===== src/hw/dcf_pkg.sv =====
// Package for the command/address/clock-enable front end.
// Assumes one 200 MHz core clock standing in for the positive CK crossing.
package dcf_pkg;
  localparam int ADDR_W = 14;
  localparam int BANK_W = 2;
  localparam int NBANK = 4;
  localparam int MR_SEL_W = 2;
  localparam int AP_BIT = 10;
  localparam int CLK_MHZ = 200;
  // Mode register select codes
  localparam logic [1:0] MR_BASE = 2'h0;
  localparam logic [1:0] MR_EXT1 = 2'h1;
  localparam logic [1:0] MR_EXT2 = 2'h2;
  localparam logic [1:0] MR_EXT3 = 2'h3;
  localparam logic [ADDR_W-1:0] ADDR_RST = 14'h0000;
  localparam logic [NBANK-1:0] BANKS_IDLE = 4'h0;

  // Internal command code, decoded from {cs_n, ras_n, cas_n, we_n}
  typedef enum logic [2:0] {
    DCF_CMD_NOP = 3'b000,
    DCF_CMD_ACT = 3'b001,
    DCF_CMD_RD = 3'b010,
    DCF_CMD_WR = 3'b011,
    DCF_CMD_PRE = 3'b100,
    DCF_CMD_REF = 3'b101,
    DCF_CMD_LMR = 3'b110
  } dcf_cmd_e;

  typedef enum logic [1:0] {
    DCF_ST_ACTIVE = 2'b00,
    DCF_ST_PPD = 2'b01,
    DCF_ST_APD = 2'b10,
    DCF_ST_SREF = 2'b11
  } dcf_pwr_e;

  // Pins from the controller
  typedef struct packed {
    logic cs_n;
    logic ras_n;
    logic cas_n;
    logic we_n;
    logic [BANK_W-1:0] bank;
    logic [ADDR_W-1:0] addr;
    logic odt;
  } dcf_pins_s;

  // Decoded command toward the core
  typedef struct packed {
    logic valid;
    dcf_cmd_e cmd;
    logic [BANK_W-1:0] bank;
    logic [ADDR_W-1:0] row;
    logic [ADDR_W-1:0] col;
    logic auto_pre;
    logic all_banks;
    logic [MR_SEL_W-1:0] mr_sel;
    logic [ADDR_W-1:0] opcode;
  } dcf_dec_s;
endpackage


===== src/hw/dcf_cke_sync.sv =====
// Three-stage synchroniser for the clock-enable pin.
// Assumes cke arrives asynchronously to clk.
`timescale 1ns/1ps
module dcf_cke_sync (
  input wire logic clk, // Core clock
  input wire logic nrst, // Synchronous reset, active low
  input wire logic cke_pin, // Raw clock-enable
  output logic cke_stable, // Agreed level
  output logic cke_async_hi // Stage-2 high, for self-refresh wake
);
  typedef struct packed {
    logic [2:0] sh;
    logic st;
  } dcf_sync_s;
  dcf_sync_s s_q, s_d;

  // Shift and accept when stages 2 and 3 agree
  always_comb begin
    s_d = s_q;
    s_d.sh = {s_q.sh[1:0], cke_pin};
    if (s_q.sh[1] == s_q.sh[2]) begin
      s_d.st = s_q.sh[2];
    end
  end

  always_ff @(posedge clk) begin
    if (!nrst) begin
      s_q <= '0;
    end else begin
      s_q <= s_d;
    end
  end

  assign cke_stable = s_q.st;
  assign cke_async_hi = s_q.sh[1];
endmodule


===== src/hw/dcf_front_end.sv =====
// Command/address decode and power-state tracking for a 4-bank DRAM.
// Assumes the controller holds cke low until init and drives valid codes.
`timescale 1ns/1ps
// Operation
// ACTIVATE latches the address as the row to open in the bank.
// READ/WRITE take the column address; A10 requests auto precharge.
// PRECHARGE closes the addressed bank if A10 low, all banks if high.
// LOAD MODE delivers the address inputs as the mode op-code.
// Bank address selects bank for ACTIVATE, READ, WRITE, PRECHARGE.
// During LOAD MODE bank address selects one of four mode registers.
// Inputs are sampled only on the rising clock edge.
// Outputs are timed from the same rising clock edge.
// Clock-enable high enables internal clocking, low disables it.
// Cke low: precharge power-down or self refresh idle, else active.
// Clock-enable is sampled synchronously for entry and power-down exit.
// Self-refresh exit is taken from clock-enable without clock sampling; code takes it from synchroniser stage 2, sampled on clk.
// Power-down gates all receivers except clock, cke and termination.
// Self refresh gates every receiver except clock-enable.
// Chip select low enables decode; high masks every command.
// Row, column and write strobes with chip select form the code.
// Controller holds clock-enable low until the clock is stable.
module dcf_front_end (
  input wire logic clk, // 200 MHz core clock
  input wire logic nrst, // Synchronous reset, active low
  input wire logic cke, // Clock-enable pin
  input dcf_pkg::dcf_pins_s pins, // Command, address, odt pins
  output dcf_pkg::dcf_dec_s dec, // Decoded command, one-cycle valid
  output logic [dcf_pkg::NBANK-1:0] open_banks, // Banks with open row
  output dcf_pkg::dcf_pwr_e pwr_state, // Current power state
  output logic clk_en, // Internal clocking enabled
  output logic odt_q, // Registered termination request
  output logic [dcf_pkg::ADDR_W-1:0] mr_base, // Base mode register
  output logic [dcf_pkg::ADDR_W-1:0] mr_ext1, // Extended mode reg 1
  output logic [dcf_pkg::ADDR_W-1:0] mr_ext2, // Extended mode reg 2
  output logic [dcf_pkg::ADDR_W-1:0] mr_ext3 // Extended mode reg 3
);
  typedef struct packed {
    dcf_pkg::dcf_dec_s dec;
    logic [dcf_pkg::NBANK-1:0] open;
    dcf_pkg::dcf_pwr_e pwr;
    logic clk_en;
    logic odt;
    logic [dcf_pkg::ADDR_W-1:0] mr0;
    logic [dcf_pkg::ADDR_W-1:0] mr1;
    logic [dcf_pkg::ADDR_W-1:0] mr2;
    logic [dcf_pkg::ADDR_W-1:0] mr3;
    logic cke_prev;
  } dcf_state_s;

  dcf_state_s s_q, s_d;
  logic cke_s;
  logic cke_wake;

  // Command code from the four strobes
  function automatic dcf_pkg::dcf_cmd_e decode(input logic cs_n,
      input logic ras_n, input logic cas_n, input logic we_n);
    dcf_pkg::dcf_cmd_e c;
    c = dcf_pkg::DCF_CMD_NOP;
    if (cs_n) begin
      c = dcf_pkg::DCF_CMD_NOP;
    end else if ({ras_n, cas_n, we_n} == 3'b011) begin
      c = dcf_pkg::DCF_CMD_ACT;
    end else if ({ras_n, cas_n, we_n} == 3'b101) begin
      c = dcf_pkg::DCF_CMD_RD;
    end else if ({ras_n, cas_n, we_n} == 3'b100) begin
      c = dcf_pkg::DCF_CMD_WR;
    end else if ({ras_n, cas_n, we_n} == 3'b010) begin
      c = dcf_pkg::DCF_CMD_PRE;
    end else if ({ras_n, cas_n, we_n} == 3'b001) begin
      c = dcf_pkg::DCF_CMD_REF;
    end else if ({ras_n, cas_n, we_n} == 3'b000) begin
      c = dcf_pkg::DCF_CMD_LMR;
    end
    return c;
  endfunction

  // Auto-precharge / all-bank flag carried on the address
  function automatic logic ap_flag(
      input logic [dcf_pkg::ADDR_W-1:0] a);
    return a[dcf_pkg::AP_BIT];
  endfunction

  // One-hot mask of the addressed bank
  function automatic logic [dcf_pkg::NBANK-1:0] bank_mask(
      input logic [dcf_pkg::BANK_W-1:0] b);
    logic [dcf_pkg::NBANK-1:0] m;
    m = '0;
    m[b] = 1'b1;
    return m;
  endfunction

  // Reset image: active, clocking off, no open rows, mode regs cleared
  function automatic dcf_state_s rst_state();
    dcf_state_s r;
    r = '0;
    r.pwr = dcf_pkg::DCF_ST_ACTIVE;
    r.clk_en = 1'b0;
    r.open = dcf_pkg::BANKS_IDLE;
    r.mr0 = dcf_pkg::ADDR_RST;
    r.mr1 = dcf_pkg::ADDR_RST;
    r.mr2 = dcf_pkg::ADDR_RST;
    r.mr3 = dcf_pkg::ADDR_RST;
    r.dec.cmd = dcf_pkg::DCF_CMD_NOP;
    return r;
  endfunction

  dcf_cke_sync u_sync (
    .clk(clk),
    .nrst(nrst),
    .cke_pin(cke),
    .cke_stable(cke_s),
    .cke_async_hi(cke_wake)
  );

  // Next state: decode, bank tracking, power states
  always_comb begin
    dcf_pkg::dcf_cmd_e c;
    logic live;
    c = decode(pins.cs_n, pins.ras_n, pins.cas_n, pins.we_n);
    // Command and address receivers live only while clocking is on
    live = (s_q.pwr == dcf_pkg::DCF_ST_ACTIVE) && cke_s;
    s_d = s_q;
    s_d.cke_prev = cke_s;
    s_d.dec.valid = 1'b0;
    // Termination receiver stays on in power-down, not in self refresh
    if (s_q.pwr != dcf_pkg::DCF_ST_SREF) begin
      s_d.odt = pins.odt;
    end
    if (live && c != dcf_pkg::DCF_CMD_NOP) begin
      s_d.dec.valid = 1'b1;
      s_d.dec.cmd = c;
      s_d.dec.bank = pins.bank;
      s_d.dec.auto_pre = 1'b0;
      s_d.dec.all_banks = 1'b0;
      case (c)
        dcf_pkg::DCF_CMD_ACT: begin
          s_d.dec.row = pins.addr;
          s_d.open = s_d.open | bank_mask(pins.bank);
        end
        dcf_pkg::DCF_CMD_RD, dcf_pkg::DCF_CMD_WR: begin
          s_d.dec.col = pins.addr;
          s_d.dec.auto_pre = ap_flag(pins.addr);
          if (ap_flag(pins.addr)) begin
            s_d.open = s_d.open & ~bank_mask(pins.bank);
          end
        end
        dcf_pkg::DCF_CMD_PRE: begin
          if (ap_flag(pins.addr)) begin
            s_d.dec.all_banks = 1'b1;
            s_d.open = dcf_pkg::BANKS_IDLE;
          end else begin
            s_d.open = s_d.open & ~bank_mask(pins.bank);
          end
        end
        dcf_pkg::DCF_CMD_LMR: begin
          s_d.dec.mr_sel = pins.bank;
          s_d.dec.opcode = pins.addr;
          if (pins.bank == dcf_pkg::MR_BASE) begin
            s_d.mr0 = pins.addr;
          end else if (pins.bank == dcf_pkg::MR_EXT1) begin
            s_d.mr1 = pins.addr;
          end else if (pins.bank == dcf_pkg::MR_EXT2) begin
            s_d.mr2 = pins.addr;
          end else begin
            s_d.mr3 = pins.addr;
          end
        end
        default: begin
        end
      endcase
    end
    // Power states from clock-enable
    case (s_q.pwr)
      dcf_pkg::DCF_ST_ACTIVE: begin
        if (!cke_s && s_q.cke_prev) begin
          if (s_q.open != dcf_pkg::BANKS_IDLE) begin
            s_d.pwr = dcf_pkg::DCF_ST_APD;
          end else if (c == dcf_pkg::DCF_CMD_REF) begin
            s_d.pwr = dcf_pkg::DCF_ST_SREF;
          end else begin
            s_d.pwr = dcf_pkg::DCF_ST_PPD;
          end
          s_d.dec.valid = 1'b0;
        end
      end
      dcf_pkg::DCF_ST_PPD, dcf_pkg::DCF_ST_APD: begin
        if (cke_s) begin
          s_d.pwr = dcf_pkg::DCF_ST_ACTIVE;
        end
      end
      dcf_pkg::DCF_ST_SREF: begin
        if (cke_wake) begin
          s_d.pwr = dcf_pkg::DCF_ST_ACTIVE;
        end
      end
      default: s_d.pwr = dcf_pkg::DCF_ST_ACTIVE;
    endcase
    // Self refresh ignores everything but clock-enable
    if (s_q.pwr == dcf_pkg::DCF_ST_SREF) begin
      s_d.dec.valid = 1'b0;
    end
    // Clocking only while active and clock-enable agreed high
    s_d.clk_en = (s_d.pwr == dcf_pkg::DCF_ST_ACTIVE) && cke_s;
  end

  // State register
  always_ff @(posedge clk) begin
    if (!nrst) begin
      s_q <= rst_state();
    end else begin
      s_q <= s_d;
    end
  end

  assign dec = s_q.dec;
  assign open_banks = s_q.open;
  assign pwr_state = s_q.pwr;
  assign clk_en = s_q.clk_en;
  assign odt_q = s_q.odt;
  assign mr_base = s_q.mr0;
  assign mr_ext1 = s_q.mr1;
  assign mr_ext2 = s_q.mr2;
  assign mr_ext3 = s_q.mr3;
endmodule


===== config.mk =====
export PLATFORM = sky130hd
export DESIGN_NAME = dcf_front_end
export DESIGN_NICKNAME = d
export VERILOG_FILES = /design/src/hw/dcf_pkg.sv /design/src/hw/dcf_cke_sync.sv /design/src/hw/dcf_front_end.sv
export SDC_FILE = /design/constraint.sdc
export NUM_CORES = 1
export LEC_CHECK = 0
export ABC_CLOCK_PERIOD_IN_PS = 3000
export CORE_MARGIN = 1
export CORE_UTILIZATION = 50
export DETAILED_ROUTE_END_ITERATION = 8
export DONT_BUFFER_PORTS = 1
export PLACE_DENSITY = 0.69
export RECOVER_POWER = 100
export SLEW_MARGIN = 20
export SYNTH_ARGS = -nofsm -noshare
export SYNTH_HDL_FRONTEND = slang
export SYNTH_SLANG_ARGS = --single-unit

===== constraint.sdc =====
create_clock -name clk -period 3 [get_ports clk]
set_input_delay 0.3 -clock clk [delete_from_list [all_inputs] [get_ports clk]]
set_output_delay 0.3 -clock clk [all_outputs]
set_load 0.02 [all_outputs]

==> impl_metrics.tcl, run 1 <==
set metrics [dict create \
    status "completed" \
    gr-total-overflow 0 \
    cts_tree "built" \
    grt_pass1_vias 3533 \
    dpl.hpwl_mm 7.63 \
    r2r_start "pwr_state[0]$_SDFF_PN0_" \
    nNetsFinal 537 \
    die_area_mm2 0.0114 \
    numClockSinks 121 \
    core_area_mm2 0.0105 \
    fin_crit_ns 2.80 \
    clk_pin_slew_ns 0.06 \
    rows 37 \
    clockBufferDepth 2 \
    rr_worst_depth 10 \
    final_antenna_net_count 0 \
    ys_seq_area_share_pct 44.3 \
    setup_violations 0 \
    finClkSkew_ns 0.00510 \
    cp.arrival_ns 3.25 \
    cts_root_buffer "clkbuf_8" \
    hold_path_end "dec[16]$_SDFFE_PN0N_" \
    grt_pass1_wl_mm 18.1 \
    power.density_mw_per_mm2 672 \
    cap_violations 0 \
    hold_viol 0 \
    syn_area_mm2 0.00547 \
    avgSynthCellArea_um2 9.09 \
    rsz0062_at_grt "false" \
    drive_above_1_share_pct 7.34 \
    synth_nets 633 \
    area_delta_synth_final_pct 0.846 \
    power.total_uw 3710 \
    io_buffers 0 \
    grt_max_degree 129 \
    reg2reg_to "dec[23]$_SDFFE_PN0P_" \
    ir_drop_mv 0.278 \
    fmax_mhz 357 \
    fp.dieW_um 107 \
    hold_path_depth 3 \
    clkLatencyLatePin_ns 0.50 \
    vias 3509 \
    antenna_found_initial 0 \
    drc_errors 0 \
    drv_slew 0 \
    num_io_pins 140 \
    worstMarginPinSlew_ns 1.13 \
    insertedDiodeCount 0 \
    grt_use_total_pct 20.9 \
    die_h_um 107 \
    min_path_type "in2reg" \
    wl_per_cell_um 18.1 \
    drtIter0Drc 165 \
    ys_seq_elements 121 \
    rrSetupSlack_ns 0.20 \
    place_congestion 0.804 \
    yosys_warnings 0 \
    syn_inst 602 \
    hp-start "pins[20]" \
    viasPerCell 5.37 \
    cp-end-kind "register" \
    yosysUniqueCellTypes 38 \
    p_leak_uw 0.00235 \
    worstPathRequired_ns 3.45 \
    cts_buffers 17 \
    drt_first_pass_iters 5 \
    htree_levels 4 \
    fin_setup_tns_ns 0 \
    cp-startpoint "pwr_state[0]$_SDFF_PN0_" \
    path_max_fanout 7 \
    slew_headroom_pct 24.6 \
    startpoint_type "register" \
    wirelength_mm 11.9 \
    critPathKind "reg2reg" \
    initial_utilization_pct 52.3 \
    min_period_over_period_pct 93.3 \
]
-- registers in the layout, summed over array words and instances (netlist names) --
signal	cells
odt_q	1
u_sync.s_d	1
u_sync.s_q	1
dec	52
u_sync.cke_async_hi	1
open_banks	4
mr_ext2	14
mr_ext1	14
pwr_state	2
s_q	1
mr_ext3	14
clk_en	1
u_sync.cke_stable	1
mr_base	14
-- per-layer routing --
layer  routed length, um  global-route usage, %  vias to the layer above
met4                 175                   8.90                        0
met3                1200                   9.06                       15
met2                5720                   35.2                      130
li1                    -                      -                     1690
met5                   0                      0                        -
met1                4770                   23.0                     1674
-- cell type report --
| class | instances | area [um^2] |
|---|---|---|
| Clock inverter | 11 | 148 |
| Fill cell | 948 | 4940 |
| Sequential cell | 121 | 2420 |
| Timing Repair Buffer | 33 | 312 |
| Inverter | 7 | 26.3 |
| Tap cell | 136 | 170 |
| Clock buffer | 20 | 435 |
| Multi-Input combinational cell | 326 | 2010 |
-- worst max-delay path by stage --
stage / to / slack, ns / depth (start not counted)
after floorplan: mr_ext3[3]$_SDFFE_PN0P_ / 0.87 / 9
after global placement: mr_ext3[6]$_SDFFE_PN0P_ / 0.63 / 6
after detailed placement: mr_ext3[8]$_SDFFE_PN0P_ / 0.58 / 6
after CTS: dec[23]$_SDFFE_PN0P_ / 0.15 / 10
after global routing: dec[23]$_SDFFE_PN0P_ / 0.04 / 10
final: dec[23]$_SDFFE_PN0P_ / 0.20 / 10
-- power breakdown --
group          leakage, uW  internal (uW)  switching [uW]
Combinational      0.00111           41.2            59.9
Sequential        0.000975           1610            2.86
Clock             0.000273           1280             711
Total              0.00235           2930             774
-- synth_stat cells, drive strengths merged --
| cell type | number | area (um^2) |
|---|---|---|
| buf | 122 | 926 |
| a21o | 1 | 7.51 |
| nor3 | 1 | 5.00 |
| a31oi | 3 | 18.8 |
| nand3 | 30 | 150 |
| a221o | 4 | 40.0 |
| nand2 | 124 | 465 |
| dfxtp | 121 | 2420 |
| nor2b | 9 | 56.3 |
| nor4 | 3 | 33.8 |
| nor2 | 4 | 15.0 |
| or2 | 1 | 8.76 |
| a211o | 1 | 8.76 |
| a21boi | 17 | 128 |
| nor3b | 7 | 52.6 |
| and2 | 5 | 31.3 |
| clkbuf | 26 | 97.6 |
| mux2i | 60 | 601 |
| a32o | 1 | 10.0 |
| nand2b | 1 | 6.26 |
| ha | 7 | 87.6 |
| inv | 7 | 26.3 |
| o21ai | 31 | 155 |
| nand3b | 2 | 15.0 |
| o2111ai | 1 | 8.76 |
| a21oi | 5 | 25.0 |
| or3 | 1 | 6.26 |
| nor4b | 2 | 23.8 |
| a2111oi | 1 | 8.76 |
| o21a | 1 | 7.51 |
| or4 | 3 | 26.3 |
-- repair_timing --
item | CTS | global route
endpoints found under the hold margin | 116 | 0
hold buffers | 24 | 0
setup buffers | 0 | 2
resized for setup | 0 | 1
setup endpoints to repair | 0 | 1
-- cells by family (layout without fill, tap and decap cells) --
logic type / count (synthesis) / count (layout) / share of synthesized area [%]
AOI/OAI and AO/OA: 66 / 66 / 7.63
muxes: 60 / 60 / 11.0
adders and majority gates: 7 / 7 / 1.60
and+or+nand+nor: 193 / 193 / 16.4
buffers and inverters: 155 / 71 / 19.2
DFF: 121 / 121 / 44.3
-- through the flow --
stage | instances | utilization (%) | hold WS [ns] | area [um^2] | setup WS (ns)
floorplan | 602 | - | 0.412 | 5470 | 0.873
global placement | 596 | 44.7 | 0.423 | 4670 | 0.632
detailed placement | 596 | 44.7 | 0.423 | 4670 | 0.577
CTS | 651 | 52.7 | 0.000833 | 5520 | 0.148
global route | 654 | 52.8 | 0.0155 | 5520 | 0.0447
finish | 654 | 52.8 | 0.0325 | 5520 | 0.200
-- layout by cell type, fill, tap and decap left out, drive strengths merged, types with 8 or more instances in the layout --
master / instances
nor2b: 9
inv: 8
a21boi: 17
nand3: 30
o21ai: 31
dlygate4sd3: 23
mux2i: 60
clkbuf: 25
nand2: 124
dfxtp: 121
-- worst max-delay path, cell delays in order, from the launching register on --
cell and delay [ns]:
dfxtp_1 0.41, inv_1 0.13, ha_1 0.17, nand2_1 0.06, buf_4 0.18, nor4b_4 0.30, buf_6 0.18, nand3_1 0.08
dlygate4sd3_1 0.56, o21ai_0 0.09, dlygate4sd3_1 0.58
No activity file was read; power rests on OpenSTA's default activity.
==> inputs of run 2 (changes only) <==
--- a/config.mk
+++ b/config.mk
@@ -8,6 +8,7 @@
 export ABC_CLOCK_PERIOD_IN_PS = 3000
 export CORE_MARGIN = 1
 export CORE_UTILIZATION = 50
+export CTS_BUF_LIST = sky130_fd_sc_hd__clkbuf_2
 export DETAILED_ROUTE_END_ITERATION = 8
 export DONT_BUFFER_PORTS = 1
 export PLACE_DENSITY = 0.69
==> run 2 against run 1 <==
Against the previous run: clock skew grew 0.018 ns; worst hold slack better by 0.052 ns; cell area shrank 1.5%; maximum frequency is 0.20% higher; non-clock buffer count grew 25; global-route usage up 0.57 points; first-iteration DRC count rose by 15%; final cell count is 3.8% higher; critical endpoint is now dec[2]$_SDFFE_PN0P_; largest power group is now registers.
==> impl_metrics.tcl, run 2 (same netlist as run 1, synthesis figures left out) <==
set metrics [dict create \
    cap_violations 0 \
    largest_reg_flops 52 \
    min_path_type "in2reg" \
    status "completed" \
    cp-end-kind "register" \
    setup_violations 0 \
    cpPeakStageDelay_ns 0.58 \
    seqCellArea_mm2 0.00242 \
    place_congestion 0.804 \
    worstMarginPinSlew_ns 1.12 \
    core_area_mm2 0.0105 \
    path_max_fanout 7 \
    drtIter0Drc 189 \
    cp-startpoint "pwr_state[0]$_SDFF_PN0_" \
    cp.depth 10 \
    final_core_util_pct 52.0 \
    insertedDiodeCount 0 \
    multiInputGateArea_mm2 0.00201 \
    cts_root_buffer "clkbuf_2" \
    critPathKind "reg2reg" \
    clk_pin_slew_ns 0.19 \
    fin_setup_tns_ns 0 \
    crit_buf_inv 5 \
    power.density_mw_per_mm2 517 \
    worst_slack_ns 0.206 \
    grt_use_total_pct 21.5 \
    cts_tree "built" \
    mostFrequentLayoutCell "nand2_1" \
    antenna_found_initial 0 \
    endpoint "dec[2]$_SDFFE_PN0P_" \
    mostFrequentLayoutCells "nand2_1 (124), dfxtp_1 (119), mux2i_1 (60), dlygate4sd3_1 (47), o21ai_0 (31)" \
    fmax_mhz 358 \
    die_area_mm2 0.0114 \
    num_io_pins 140 \
    wirelength_mm 12.2 \
    gr-total-overflow 0 \
    cp.arrival_ns 3.41 \
    wl_per_cell_um 18.0 \
    reg2reg_to "dec[2]$_SDFFE_PN0P_" \
    cp_cell_sequence "inv_1 -> ha_1 -> nand2_1 -> buf_4 -> nor4_4 -> buf_4 -> nand2_1 -> dlygate4sd3_1 -> a21boi_0 -> dlygate4sd3_1" \
    area_delta_synth_final_pct -0.640 \
    clockBufferDepth 2 \
    io_buffers 0 \
    grt_max_degree 130 \
    hold_viol 0 \
    drc_errors 0 \
    finClkSkew_ns 0.0235 \
    rsz0062_at_grt "false" \
    rr_worst_depth 10 \
    vias 3599 \
    clkLatencyLatePin_ns 0.65 \
    slew_headroom_pct 25.6 \
    grt_pass1_wl_mm 18.6 \
    r2r_start "pwr_state[0]$_SDFF_PN0_" \
    worstPathRequired_ns 3.61 \
    rrSetupSlack_ns 0.21 \
    min_period_over_period_pct 93.1 \
    drt_first_pass_iters 4 \
    grt_pass1_vias 3618 \
    fillCellCount 972 \
    dpl.hpwl_mm 7.63 \
    final_antenna_net_count 0 \
    drive_above_1_share_pct 8.10 \
    drv_slew 0 \
    fin_crit_ns 2.79 \
    ir_drop_mv 0.281 \
    viasPerCell 5.30 \
    numClockSinks 121 \
    fp.dieW_um 107 \
    nNetsFinal 562 \
    rows 37 \
    cp_top_family "buffers and inverters" \
    crit_path_top_delay_cell "dlygate4sd3_1" \
    die_h_um 107 \
    initial_utilization_pct 52.3 \
    p_leak_uw 0.00233 \
    htree_levels 4 \
    startpoint_type "register" \
    cts_buffers 17 \
    preCtsSetupSlack_ns 0.577 \
]
==> run 2: routing by layer <==
metal,global-route usage [%],share of wire (%)
met5,0,0
met4,7.14,1.7
met3,9.85,9.5
met2,36.8,48
met1,23.5,41
==> run 2: worst min-delay path by stage <==
stage / startpoint / cells past startpoint / to
final: pins[18] / 4 / dec[48]$_SDFFE_PN0N_
after global routing: pins[18] / 4 / dec[48]$_SDFFE_PN0N_
after CTS: pins[17] / 4 / dec[50]$_SDFFE_PN0N_
after detailed placement: u_sync.s_d[2]$_SDFF_PN0_ / 1 / u_sync.cke_async_hi$_SDFF_PN0_
after global placement: u_sync.s_d[2]$_SDFF_PN0_ / 1 / u_sync.cke_async_hi$_SDFF_PN0_
after floorplan: u_sync.s_d[2]$_SDFF_PN0_ / 1 / u_sync.cke_async_hi$_SDFF_PN0_
==> run 2: through the flow <==
step           hold slack (ns)  instance area, um^2  power [uW]  std cells
6_report                0.0845                 5440        2810        679
5_1_grt                0.00892                 5440        2920        679
4_1_cts                0.00488                 5400        2820        673
3_5_place_dp             0.423                 4670        1700        596
3_3_place_gp             0.423                 4670        1690        596
2_1_floorplan            0.412                 5470        1710        602
==> run 2: power by group <==
group          internal (uW)  switching [uW]  leakage [uW]
sequential              1610            2.86      0.000976
combinational           44.3            69.8       0.00121
clock                    463             618      0.000140
total                   2120             691       0.00233
==> run 2: final cells by class <==
type	instances	share of cell area (%)
well taps	136	3.13
clock buffers	19	1.75
clock inverters	12	2.78
multi-input cells	326	36.9
repair buffers	58	10.4
inverters	7	0.483
flip-flops and latches	121	44.6
==> run 2: worst min-delay path: cells and delay by family <==
family	cells	cell delay, ns
AOI/OAI and AO/OA	1	0.16
buffers and inverters	1	0.05
and+or+nand+nor	1	0.10
muxes	1	0.06
==> run 2: what timing repair did <==
item | in CTS | in global routing
endpoints found under the setup margin | 0 | 10
resized for setup | 0 | 3
hold buffers | 46 | 2
hold endpoints to repair | 121 | 1
buffers inserted | 0 | 3
